$ cat src/rtl/raf_pkg.sv
// Package of the receive destination-address filter: register map, field positions,
// reset values and the CRC constants.
// Assumes a 32-bit AHB-Lite register bus with one aligned word per register.
package raf_pkg;
    localparam int unsigned RAF_NUM_STA = 6;
    localparam int unsigned RAF_NUM_HASH = 8;
    localparam int unsigned RAF_ADDR_W = 8;

    // Byte addresses; station bytes and hash bytes each sit at consecutive words.
    localparam logic [7:0] RAF_OFS_STATION0 = 8'h00;
    localparam logic [7:0] RAF_OFS_HASH0 = 8'h18;
    localparam logic [7:0] RAF_OFS_RX_CONFIG = 8'h38;
    localparam logic [7:0] RAF_OFS_STATUS = 8'h3c;

    // Receive-configuration fields.
    localparam int unsigned RAF_CFG_ACCEPT_ALL_ONES = 0;
    localparam int unsigned RAF_CFG_ACCEPT_GROUP = 1;
    localparam int unsigned RAF_CFG_ACCEPT_EVERY = 2;

    // Status fields.
    localparam int unsigned RAF_ST_UNICAST = 0;
    localparam int unsigned RAF_ST_MULTICAST = 1;
    localparam int unsigned RAF_ST_BROADCAST = 2;
    localparam int unsigned RAF_ST_ACCEPT = 3;
    localparam int unsigned RAF_ST_ACC_CNT_LSB = 8;
    localparam int unsigned RAF_ST_REJ_CNT_LSB = 16;

    // Reset values.
    localparam logic [7:0] RAF_RST_STATION = 8'h00;
    localparam logic [7:0] RAF_RST_HASH = 8'h00;
    localparam logic [2:0] RAF_RST_RX_CONFIG = 3'h0;

    // Frame-check CRC generator.
    localparam logic [31:0] RAF_CRC_POLY = 32'h04c11db7;
    localparam logic [31:0] RAF_CRC_INIT = 32'hffffffff;
    localparam int unsigned RAF_HASH_MSB = 31;
    localparam int unsigned RAF_HASH_LSB = 26;

    localparam logic [7:0] RAF_ALL_ONES = 8'hff;
    localparam int unsigned RAF_FIFO_DEPTH = 4;

    typedef enum logic [2:0] {
        RAF_ADDR,
        RAF_DECIDE,
        RAF_REPLAY,
        RAF_PASS,
        RAF_DROP
    } raf_state_e;
endpackage

$ cat src/rtl/raf_stream_if.sv
// Byte stream carrier between the filter and its receive FIFO.
// Assumes valid/ready handshake: a byte moves on an edge where both are high.
interface raf_stream_if;
    logic valid;
    logic ready;
    logic [7:0] data;
    logic sof;
    logic eof;

    modport src (output valid, output data, output sof, output eof, input ready);
    modport snk (input valid, input data, input sof, input eof, output ready);
endinterface

$ cat src/rtl/raf_filter.sv
// Receive destination-address filter with AHB-Lite register slave.
// Assumes a byte stream from the MAC receiver, least significant bit received first,
// one frame framed by sof on its first byte and eof on its last.
// Behaviour
// RQ1: Compare six address bytes with station bytes one by one; any difference is mismatch.
// RQ2: First received bit is bit 0 of station byte 0; bit 47 is byte 5 bit 7.
// RQ3: Run address through 32-bit CRC; latch top six bits after the 48th bit.
// RQ4: Decode six hash bits to one filter bit; multicast match needs it set.
// RQ5: Filter bit n lives in hash register n/8, bit n mod 8.
// RQ6: Address is multicast when its first received bit is one.
// RQ7: All 48 address bits one gives a broadcast match.
// RQ8: Unicast, multicast, broadcast and final accept indications, each active high.
// RQ9: Software sets all hash bits for every multicast, else only wanted ones.
// RQ10: Accept on unicast, enabled broadcast, enabled multicast, or promiscuous mode.
// RQ11: A rejected frame is discarded and never forwarded.
//
// Implementation choices: the register offsets and the AHB-Lite register port.
module raf_filter (
    // Clock and reset
    input wire logic ref_clk,
    input wire logic rst_b,
    // AHB-Lite slave
    input wire logic hsel,
    input wire logic [7:0] haddr,
    input wire logic [1:0] htrans,
    input wire logic hwrite,
    input wire logic [2:0] hsize,
    input wire logic [31:0] hwdata,
    input wire logic hready,
    output logic [31:0] hrdata,
    output logic hreadyout,
    output logic hresp,
    // Incoming frame stream
    input wire logic rx_valid,
    input wire logic [7:0] rx_data,
    input wire logic rx_sof,
    input wire logic rx_eof,
    output logic rx_ready,
    // Accepted frame stream
    output logic out_valid,
    output logic [7:0] out_data,
    output logic out_sof,
    output logic out_eof,
    input wire logic out_ready,
    // Per-frame decision
    output logic match_unicast,
    output logic match_multicast,
    output logic match_broadcast,
    output logic final_accept,
    output logic decision_valid
);
    import raf_pkg::*;

    typedef struct packed {
        logic [RAF_NUM_STA-1:0][7:0] station_addr_regs;
        logic [RAF_NUM_HASH-1:0][7:0] group_hash_regs;
        logic accept_all_ones_dest;
        logic accept_group_dest;
        logic accept_every_frame;
        logic dph_rd;
        logic dph_wr;
        logic [5:0] dph_idx;
        logic [31:0] hrdata;
        logic hreadyout;
        raf_state_e fsm;
        logic [2:0] idx;
        logic [RAF_NUM_STA-1:0][7:0] hold;
        logic [31:0] crc;
        logic [5:0] hash;
        logic mismatch;
        logic group_bit;
        logic all_ones;
        logic saw_eof;
        logic [7:0] acc_cnt;
        logic [7:0] rej_cnt;
        logic out_valid;
        logic [7:0] out_data;
        logic out_sof;
        logic out_eof;
        logic m_uni;
        logic m_multi;
        logic m_bcast;
        logic accept;
        logic dec_pulse;
    } raf_filter_s;

    raf_filter_s st;
    raf_filter_s next_st;

    raf_stream_if in_if ();
    raf_stream_if q_if ();

    assign in_if.valid = rx_valid;
    assign in_if.data = rx_data;
    assign in_if.sof = rx_sof;
    assign in_if.eof = rx_eof;

    raf_fifo #(
        .WIDTH(10),
        .DEPTH(RAF_FIFO_DEPTH)
    ) u_fifo (
        .ref_clk(ref_clk),
        .rst_b(rst_b),
        .wr(in_if.snk),
        .rd(q_if.src)
    );

    // Serial CRC over one byte, least significant bit first as it left the wire.
    function automatic logic [31:0] crc_byte(input logic [31:0] c, input logic [7:0] d);
        logic [31:0] r;
        logic fb;
        r = c;
        for (int i = 0; i < 8; i++) begin
            fb = r[31] ^ d[i];
            r = {r[30:0], 1'b0} ^ (fb ? RAF_CRC_POLY : 32'h00000000);
        end
        return r;
    endfunction

    logic out_free;
    logic pop;
    logic [31:0] rd_word;
    logic [5:0] a_idx;
    logic a_take;
    logic [7:0] stat_byte;
    logic [5:0] hash_now;
    logic [31:0] crc_now;
    logic mc_hit;

    assign out_free = !st.out_valid || out_ready;
    assign q_if.ready = (st.fsm == RAF_ADDR) || (st.fsm == RAF_DROP)
                        || ((st.fsm == RAF_PASS) && out_free);
    assign pop = q_if.ready && q_if.valid;
    assign a_idx = haddr[7:2];
    assign a_take = hsel && htrans[1] && hready;
    assign crc_now = crc_byte(st.crc, q_if.data);
    assign hash_now = crc_now[RAF_HASH_MSB:RAF_HASH_LSB];
    assign mc_hit = st.group_bit && st.group_hash_regs[st.hash[5:3]][st.hash[2:0]]; // RQ4 RQ5
    assign stat_byte = {4'h0, st.accept, st.m_bcast, st.m_multi, st.m_uni};

    // Read mux, evaluated in the data phase so that a write just before is seen.
    always_comb begin
        rd_word = 32'h00000000;
        for (int i = 0; i < RAF_NUM_STA; i++) begin
            if (st.dph_idx == 6'(RAF_OFS_STATION0[7:2] + i[5:0])) begin
                rd_word = {24'h000000, st.station_addr_regs[i]};
            end
        end
        for (int i = 0; i < RAF_NUM_HASH; i++) begin
            if (st.dph_idx == 6'(RAF_OFS_HASH0[7:2] + i[5:0])) begin
                rd_word = {24'h000000, st.group_hash_regs[i]};
            end
        end
        if (st.dph_idx == RAF_OFS_RX_CONFIG[7:2]) begin
            rd_word[RAF_CFG_ACCEPT_ALL_ONES] = st.accept_all_ones_dest;
            rd_word[RAF_CFG_ACCEPT_GROUP] = st.accept_group_dest;
            rd_word[RAF_CFG_ACCEPT_EVERY] = st.accept_every_frame;
        end
        if (st.dph_idx == RAF_OFS_STATUS[7:2]) begin
            rd_word[7:0] = stat_byte;
            rd_word[RAF_ST_ACC_CNT_LSB +: 8] = st.acc_cnt;
            rd_word[RAF_ST_REJ_CNT_LSB +: 8] = st.rej_cnt;
        end
    end

    always_comb begin
        next_st = st;
        next_st.dec_pulse = 1'b0;

        // Register slave: writes finish with no wait, reads take one wait state.
        next_st.dph_rd = 1'b0;
        next_st.dph_wr = 1'b0;
        next_st.hreadyout = 1'b1;
        if (st.dph_rd) begin
            next_st.hrdata = rd_word;
        end
        if (st.dph_wr) begin
            for (int i = 0; i < RAF_NUM_STA; i++) begin
                if (st.dph_idx == 6'(RAF_OFS_STATION0[7:2] + i[5:0])) begin
                    next_st.station_addr_regs[i] = hwdata[7:0];
                end
            end
            for (int i = 0; i < RAF_NUM_HASH; i++) begin
                if (st.dph_idx == 6'(RAF_OFS_HASH0[7:2] + i[5:0])) begin
                    next_st.group_hash_regs[i] = hwdata[7:0];
                end
            end
            if (st.dph_idx == RAF_OFS_RX_CONFIG[7:2]) begin
                next_st.accept_all_ones_dest = hwdata[RAF_CFG_ACCEPT_ALL_ONES];
                next_st.accept_group_dest = hwdata[RAF_CFG_ACCEPT_GROUP];
                next_st.accept_every_frame = hwdata[RAF_CFG_ACCEPT_EVERY];
            end
        end
        if (a_take) begin
            next_st.dph_idx = a_idx;
            next_st.dph_wr = hwrite;
            next_st.dph_rd = !hwrite;
            next_st.hreadyout = hwrite;
        end

        // Output register drains independently of the state machine.
        if (out_ready) begin
            next_st.out_valid = 1'b0;
        end

        case (st.fsm)
            RAF_ADDR: begin
                if (pop) begin
                    if (q_if.sof || (st.idx == 3'h0)) begin
                        next_st.idx = 3'h0;
                        next_st.hold[0] = q_if.data;
                        next_st.mismatch = (q_if.data != st.station_addr_regs[0]); // RQ1 RQ2
                        next_st.group_bit = q_if.data[0]; // RQ6
                        next_st.all_ones = (q_if.data == RAF_ALL_ONES); // RQ7
                        next_st.crc = crc_byte(RAF_CRC_INIT, q_if.data); // RQ3
                        next_st.idx = 3'h1;
                    end else begin
                        next_st.hold[st.idx] = q_if.data;
                        next_st.mismatch = st.mismatch
                            || (q_if.data != st.station_addr_regs[st.idx]); // RQ1 RQ2
                        next_st.all_ones = st.all_ones && (q_if.data == RAF_ALL_ONES); // RQ7
                        next_st.crc = crc_now; // RQ3
                        next_st.idx = st.idx + 3'h1;
                        if (st.idx == 3'(RAF_NUM_STA - 1)) begin
                            next_st.hash = hash_now; // RQ3
                            next_st.saw_eof = q_if.eof;
                            next_st.idx = 3'h0;
                            next_st.fsm = RAF_DECIDE;
                        end
                    end
                    // A frame too short to hold an address is dropped on its end byte.
                    if (q_if.eof && (next_st.fsm == RAF_ADDR)) begin
                        next_st.idx = 3'h0;
                        next_st.rej_cnt = st.rej_cnt + 8'h01;
                    end
                end
            end
            RAF_DECIDE: begin
                next_st.m_uni = !st.mismatch; // RQ8
                next_st.m_multi = mc_hit; // RQ8
                next_st.m_bcast = st.all_ones; // RQ8
                next_st.accept = !st.mismatch
                    || (st.accept_all_ones_dest && st.all_ones)
                    || (st.accept_group_dest && mc_hit)
                    || st.accept_every_frame; // RQ10
                next_st.dec_pulse = 1'b1;
                if (next_st.accept) begin
                    next_st.acc_cnt = st.acc_cnt + 8'h01;
                    next_st.fsm = RAF_REPLAY;
                end else begin
                    next_st.rej_cnt = st.rej_cnt + 8'h01;
                    next_st.fsm = st.saw_eof ? RAF_ADDR : RAF_DROP; // RQ11
                end
            end
            RAF_REPLAY: begin
                if (out_free) begin
                    next_st.out_valid = 1'b1;
                    next_st.out_data = st.hold[st.idx];
                    next_st.out_sof = (st.idx == 3'h0);
                    next_st.out_eof = (st.idx == 3'(RAF_NUM_STA - 1)) && st.saw_eof;
                    next_st.idx = st.idx + 3'h1;
                    if (st.idx == 3'(RAF_NUM_STA - 1)) begin
                        next_st.idx = 3'h0;
                        next_st.fsm = st.saw_eof ? RAF_ADDR : RAF_PASS;
                    end
                end
            end
            RAF_PASS: begin
                if (pop) begin
                    next_st.out_valid = 1'b1;
                    next_st.out_data = q_if.data;
                    next_st.out_sof = 1'b0;
                    next_st.out_eof = q_if.eof;
                    if (q_if.eof) begin
                        next_st.fsm = RAF_ADDR;
                    end
                end
            end
            RAF_DROP: begin
                // Rejected bytes are pulled and thrown away so the FIFO keeps moving.
                if (pop && q_if.eof) begin
                    next_st.fsm = RAF_ADDR; // RQ11
                end
            end
            default: begin
                next_st.fsm = RAF_ADDR;
                next_st.idx = 3'h0;
            end
        endcase
    end

    always_ff @(posedge ref_clk or negedge rst_b) begin
        if (!rst_b) begin
            st <= '{
                station_addr_regs: {RAF_NUM_STA{RAF_RST_STATION}},
                group_hash_regs: {RAF_NUM_HASH{RAF_RST_HASH}},
                accept_all_ones_dest: RAF_RST_RX_CONFIG[RAF_CFG_ACCEPT_ALL_ONES],
                accept_group_dest: RAF_RST_RX_CONFIG[RAF_CFG_ACCEPT_GROUP],
                accept_every_frame: RAF_RST_RX_CONFIG[RAF_CFG_ACCEPT_EVERY],
                hreadyout: 1'b1,
                fsm: RAF_ADDR,
                crc: RAF_CRC_INIT,
                default: '0
            };
        end else begin
            st <= next_st;
        end
    end

    assign hrdata = st.hrdata;
    assign hreadyout = st.hreadyout;
    assign hresp = 1'b0;
    // The fifo's own not-full flop, so a byte offered while ready is high is always taken once.
    assign rx_ready = in_if.ready;
    assign out_valid = st.out_valid;
    assign out_data = st.out_data;
    assign out_sof = st.out_sof;
    assign out_eof = st.out_eof;
    assign match_unicast = st.m_uni;
    assign match_multicast = st.m_multi;
    assign match_broadcast = st.m_bcast;
    assign final_accept = st.accept;
    assign decision_valid = st.dec_pulse;
endmodule

$ cat src/rtl/raf_fifo.sv
// Small flop-based FIFO for the received byte stream.
// Assumes a single clock; ready on the filling side is a registered not-full flag.
module raf_fifo #(
    parameter int unsigned WIDTH = 10,
    parameter int unsigned DEPTH = 4
) (
    // Clock and reset
    input wire logic ref_clk,
    input wire logic rst_b,
    // Streams
    raf_stream_if.snk wr,
    raf_stream_if.src rd
);
    localparam int unsigned PW = $clog2(DEPTH);

    typedef struct packed {
        logic [DEPTH-1:0][WIDTH-1:0] mem;
        logic [PW-1:0] wp;
        logic [PW-1:0] rp;
        logic [PW:0] cnt;
        logic not_full;
    } raf_fifo_s;

    raf_fifo_s st;
    raf_fifo_s next_st;
    logic push;
    logic pop;

    assign push = wr.valid && st.not_full;
    assign pop = rd.ready && (st.cnt != '0);
    assign wr.ready = st.not_full;
    assign rd.valid = (st.cnt != '0);
    assign {rd.sof, rd.eof, rd.data} = st.mem[st.rp];

    always_comb begin
        next_st = st;
        if (push) begin
            next_st.mem[st.wp] = {wr.sof, wr.eof, wr.data};
            next_st.wp = (st.wp == PW'(DEPTH - 1)) ? '0 : st.wp + 1'b1;
        end
        if (pop) begin
            next_st.rp = (st.rp == PW'(DEPTH - 1)) ? '0 : st.rp + 1'b1;
        end
        next_st.cnt = st.cnt + (PW+1)'(push) - (PW+1)'(pop);
        next_st.not_full = (next_st.cnt != (PW+1)'(DEPTH));
    end

    always_ff @(posedge ref_clk or negedge rst_b) begin
        if (!rst_b) begin
            st <= '{default: '0, not_full: 1'b1};
        end else begin
            st <= next_st;
        end
    end
endmodule

$ cat config.mk
export PLATFORM = sky130hd
export DESIGN_NAME = raf_filter
export DESIGN_NICKNAME = d
export VERILOG_FILES = /design/src/rtl/raf_pkg.sv /design/src/rtl/raf_stream_if.sv /design/src/rtl/raf_filter.sv /design/src/rtl/raf_fifo.sv
export SDC_FILE = /design/constraint.sdc
export NUM_CORES = 1
export LEC_CHECK = 0
export BUFFER_PORTS_ARGS = -buffer_cell sky130_fd_sc_hd__buf_2
export CORE_MARGIN = 2
export CORE_UTILIZATION = 27
export CTS_BUF_LIST = sky130_fd_sc_hd__clkbuf_4 sky130_fd_sc_hd__clkbuf_8
export CTS_CLUSTER_SIZE = 24
export DETAILED_ROUTE_END_ITERATION = 8
export HOLD_SLACK_MARGIN = 0.06
export SETUP_SLACK_MARGIN = 0.3
export SLEW_MARGIN = 10
export SYNTH_ARGS = -nofsm -noshare
export SYNTH_HDL_FRONTEND = slang
export SYNTH_SLANG_ARGS = --single-unit
export TNS_END_PERCENT = 20
$ cat constraint.sdc
create_clock -name ref_clk -period 5.6 [get_ports ref_clk]
set_input_delay 1.12 -clock ref_clk [delete_from_list [all_inputs] [get_ports ref_clk]]
set_output_delay 1.12 -clock ref_clk [all_outputs]
set_load 0.01 [all_outputs]
==> results.txt <==
status: completed
Max stage delay on crit path: 0.90 ns
Tot GR Track Use: 13.4%
P_int: 0.00853 W
Hold Crit Class: flip-flop to flip-flop
Setup TNS: 0 ns
LEAKAGE: 8.23 nW
Multi-input gate area: 8370 um^2
syn_area_per_cell: 11.6 um^2
PD cells: 756 nW/um^2
Fmax: 276 MHz
first-pass GRT wire length: 70500 um
max-slew violations: 0
Netlist cell types: 70
Bufs and invs on worst path: 1
Final Core Density: 30.9%
Row Count: 92
Chip Height: 257 um
# IOs: 113
Routed WL: 44600 um
CTS clk-pin slew, worst paths: 0.06 ns
Slowest-stage cell, CP: mux4_1
Combinational Power Share: 57.8%
largest net degree at the start of global routing: 112
Synth Flop Type: dfrtp_1
Data arrival, critical path: 4.13 ns
clock tree buffer depth: 3
most common cell after layout, fill and taps aside: dfrtp_1
TritonRoute pass-1 iters: 6
worst skew pair latency: 0.68 ns
switching share of power: 42.3%
global route overflow: 0
RSZ-0062 raised after global routing: false
H-Tree Depth: 2
FFs w/ async S/R, synth: 100%
WL per Instance: 18.5 um
Post-CTS Resized: 0
number of routed nets with antenna violations: 0
# DRC: 0
most frequent cells in the layout: dfrtp_1 (289), mux2_2 (223), nand2_1 (139)
dpl ws: 1.99 ns
DR vias: 11600
Final nets: 1587
register bit total from synthesis: 324
clock sink count: 324
worst setup margin: 1.98 ns
minimum clock period: 3.62 ns
crit start category: flip-flop
largest delay contributor family on the critical path: multiplexers
peak supply drop: 0.778 mV
Max Cap Viol: 0
Die Footprint: 66200 um^2
CP required: 6.11 ns
CTS tree: built
sw power: 0.00625 W
Synthesis Warnings: 0
via/cell ratio: 4.83
TritonCTS Buffers: 57
final period utilization: 64.6%
Post-Synthesis Cells: 1487
hold buffer count at cts: 0
Core Region: 63200 um^2
number of global-route vias before repair: 12100
fraction of layout cells with a size suffix above 1: 33.3%
worst-path fanout max: 23
post-route cell area: 19600 um^2
Area after DPL: 18200 um^2
fillers: 6374
# setup viols final: 0
Root Buffer: clkbuf_8
Crit Path Category: flip-flop to flip-flop
Worst Tran Pin Value: 1.03 ns
Hold Vio Cnt, Final: 0
estimated wirelength of the detail-placed design: 30200 um
initial antenna violation count: 3
sequential cell area fraction in the yosys report: 47.1%
IO buf count: 73
most used cell, CP: nor2_1
Area Overhead vs Synth: 12.9%
Initial Util: 27.4%
Initial DRC Count: 821
worst hold slack: 0.468 ns
post-CTS setup buffers: 0
Post-Syn Area: 17300 um^2
Critical Path End Type: flip-flop
slew margin rel.: 31.2%
Clk pwr share: 16.7%
Post-synth EDFFs: 0
clk_skew: 0.0646 ns
worst-path cell chain: mux4_1, nor2_1, buf_4, nand2_1, nor2_1, and3_1, mux2_2
Reg power frac: 25.5%
global placer's final weighted congestion: 0.842
Reg area: 8150 um^2
die width: 257 um
-- final cells by class --
type,instances,area share (%)
multi-input cells,1004,42.8
inverters,35,0.672
clock buffers,91,5.67
diodes,1,0.0128
well taps,846,5.41
flip-flops and latches,324,41.7
repair buffers,90,2.70
clock inverters,15,1.01
-- metal layers --
layer	GRT usage [%]	part of all wire [%]	up-vias
met5	0	0.056	-
met4	4.41	2.4	4
met3	2.38	5.0	82
met2	22.2	48	311
met1	17.7	45	5915
li1	-	-	5305
-- Yosys cell counts (9+ instances only) --
cell type	n	area share (%)
o22ai_1	14	0.51
a31oi_1	11	0.40
ha_1	12	0.87
and2_1	9	0.33
mux4_2	43	5.6
o21ai_0	71	2.1
a22oi_1	25	1.1
mux2_2	223	15
buf_4	46	2.0
xor2_1	38	1.9
dfstp_2	34	5.2
nor2_1	76	1.6
dfrtp_1	290	42
buf_1	12	0.26
mux2i_1	25	1.4
nand3_1	15	0.43
inv_1	31	0.67
clkbuf_1	64	1.4
nand2_1	139	3.0
nor3_1	21	0.61
a21oi_1	41	1.2
xnor2_1	96	4.9
-- flip-flops by register name, indices dropped and copies added (netlist names) --
name and flops:
out_data 8, out_sof 1, out_eof 1, match_broadcast 1
u_fifo.wr.ready 1, hreadyout 1, final_accept 1, hrdata 24
match_unicast 1, decision_valid 1, st 235, match_multicast 1
out_valid 1, u_fifo.st 47
-- path summary, 6_finish.rpt --
path / startpoint / endpoint / slack [ns] / depth (start not counted)
setup reg to reg: u_fifo.st[4] / st[86] / 1.98 / 7
hold / removal: st[56] / st[56] / 0.47 / 2
min in group asynchronous: rst_b / u_fifo.st[27] / 0.51 / 1
max in group asynchronous: rst_b / hrdata[0] / 3.95 / 2
hold reg to reg: st[56] / st[56] / 0.47 / 2
setup / recovery: u_fifo.st[4] / st[86] / 1.98 / 7
-- power by group through the flow --
stage,Combinational [W],Sequential (W),Clock (W)
floorplan,0.00699,0.00355,0
global placement,0.00841,0.00377,0
detailed placement,0.00854,0.00381,0
CTS,0.00859,0.00377,0.00254
global route,0.00937,0.00387,0.00265
finish,0.00855,0.00377,0.00247
-- cells by family after synthesis --
group                      count (synthesis)  share of synthesized area [%]
AOI/OAI and AO/OA                        229                           8.47
other                                      1                         0.0217
DFF                                      324                           47.1
and+or+nand+nor                          310                           8.04
muxes                                    294                           22.0
xor gates and xnor gates                 149                           8.61
buffers and inverters                    167                           4.80
adders and majority gates                 13                          0.983
-- metrics by stage --
step | std cells | power, W
2_1_floorplan | 1495 | 0.0105
3_3_place_gp | 2299 | 0.0122
4_1_cts | 2405 | 0.0149
5_1_grt | 2406 | 0.0159
6_report | 2406 | 0.0148
3_5_place_dp | 2299 | 0.0124
-- worst min-delay path, stage by stage, from the launching register on --
cell     delay (ns)
dfstp_2        0.37
nand2_1        0.05
nand2_1        0.04
Note: power is estimated with default switching activity, not from simulation.
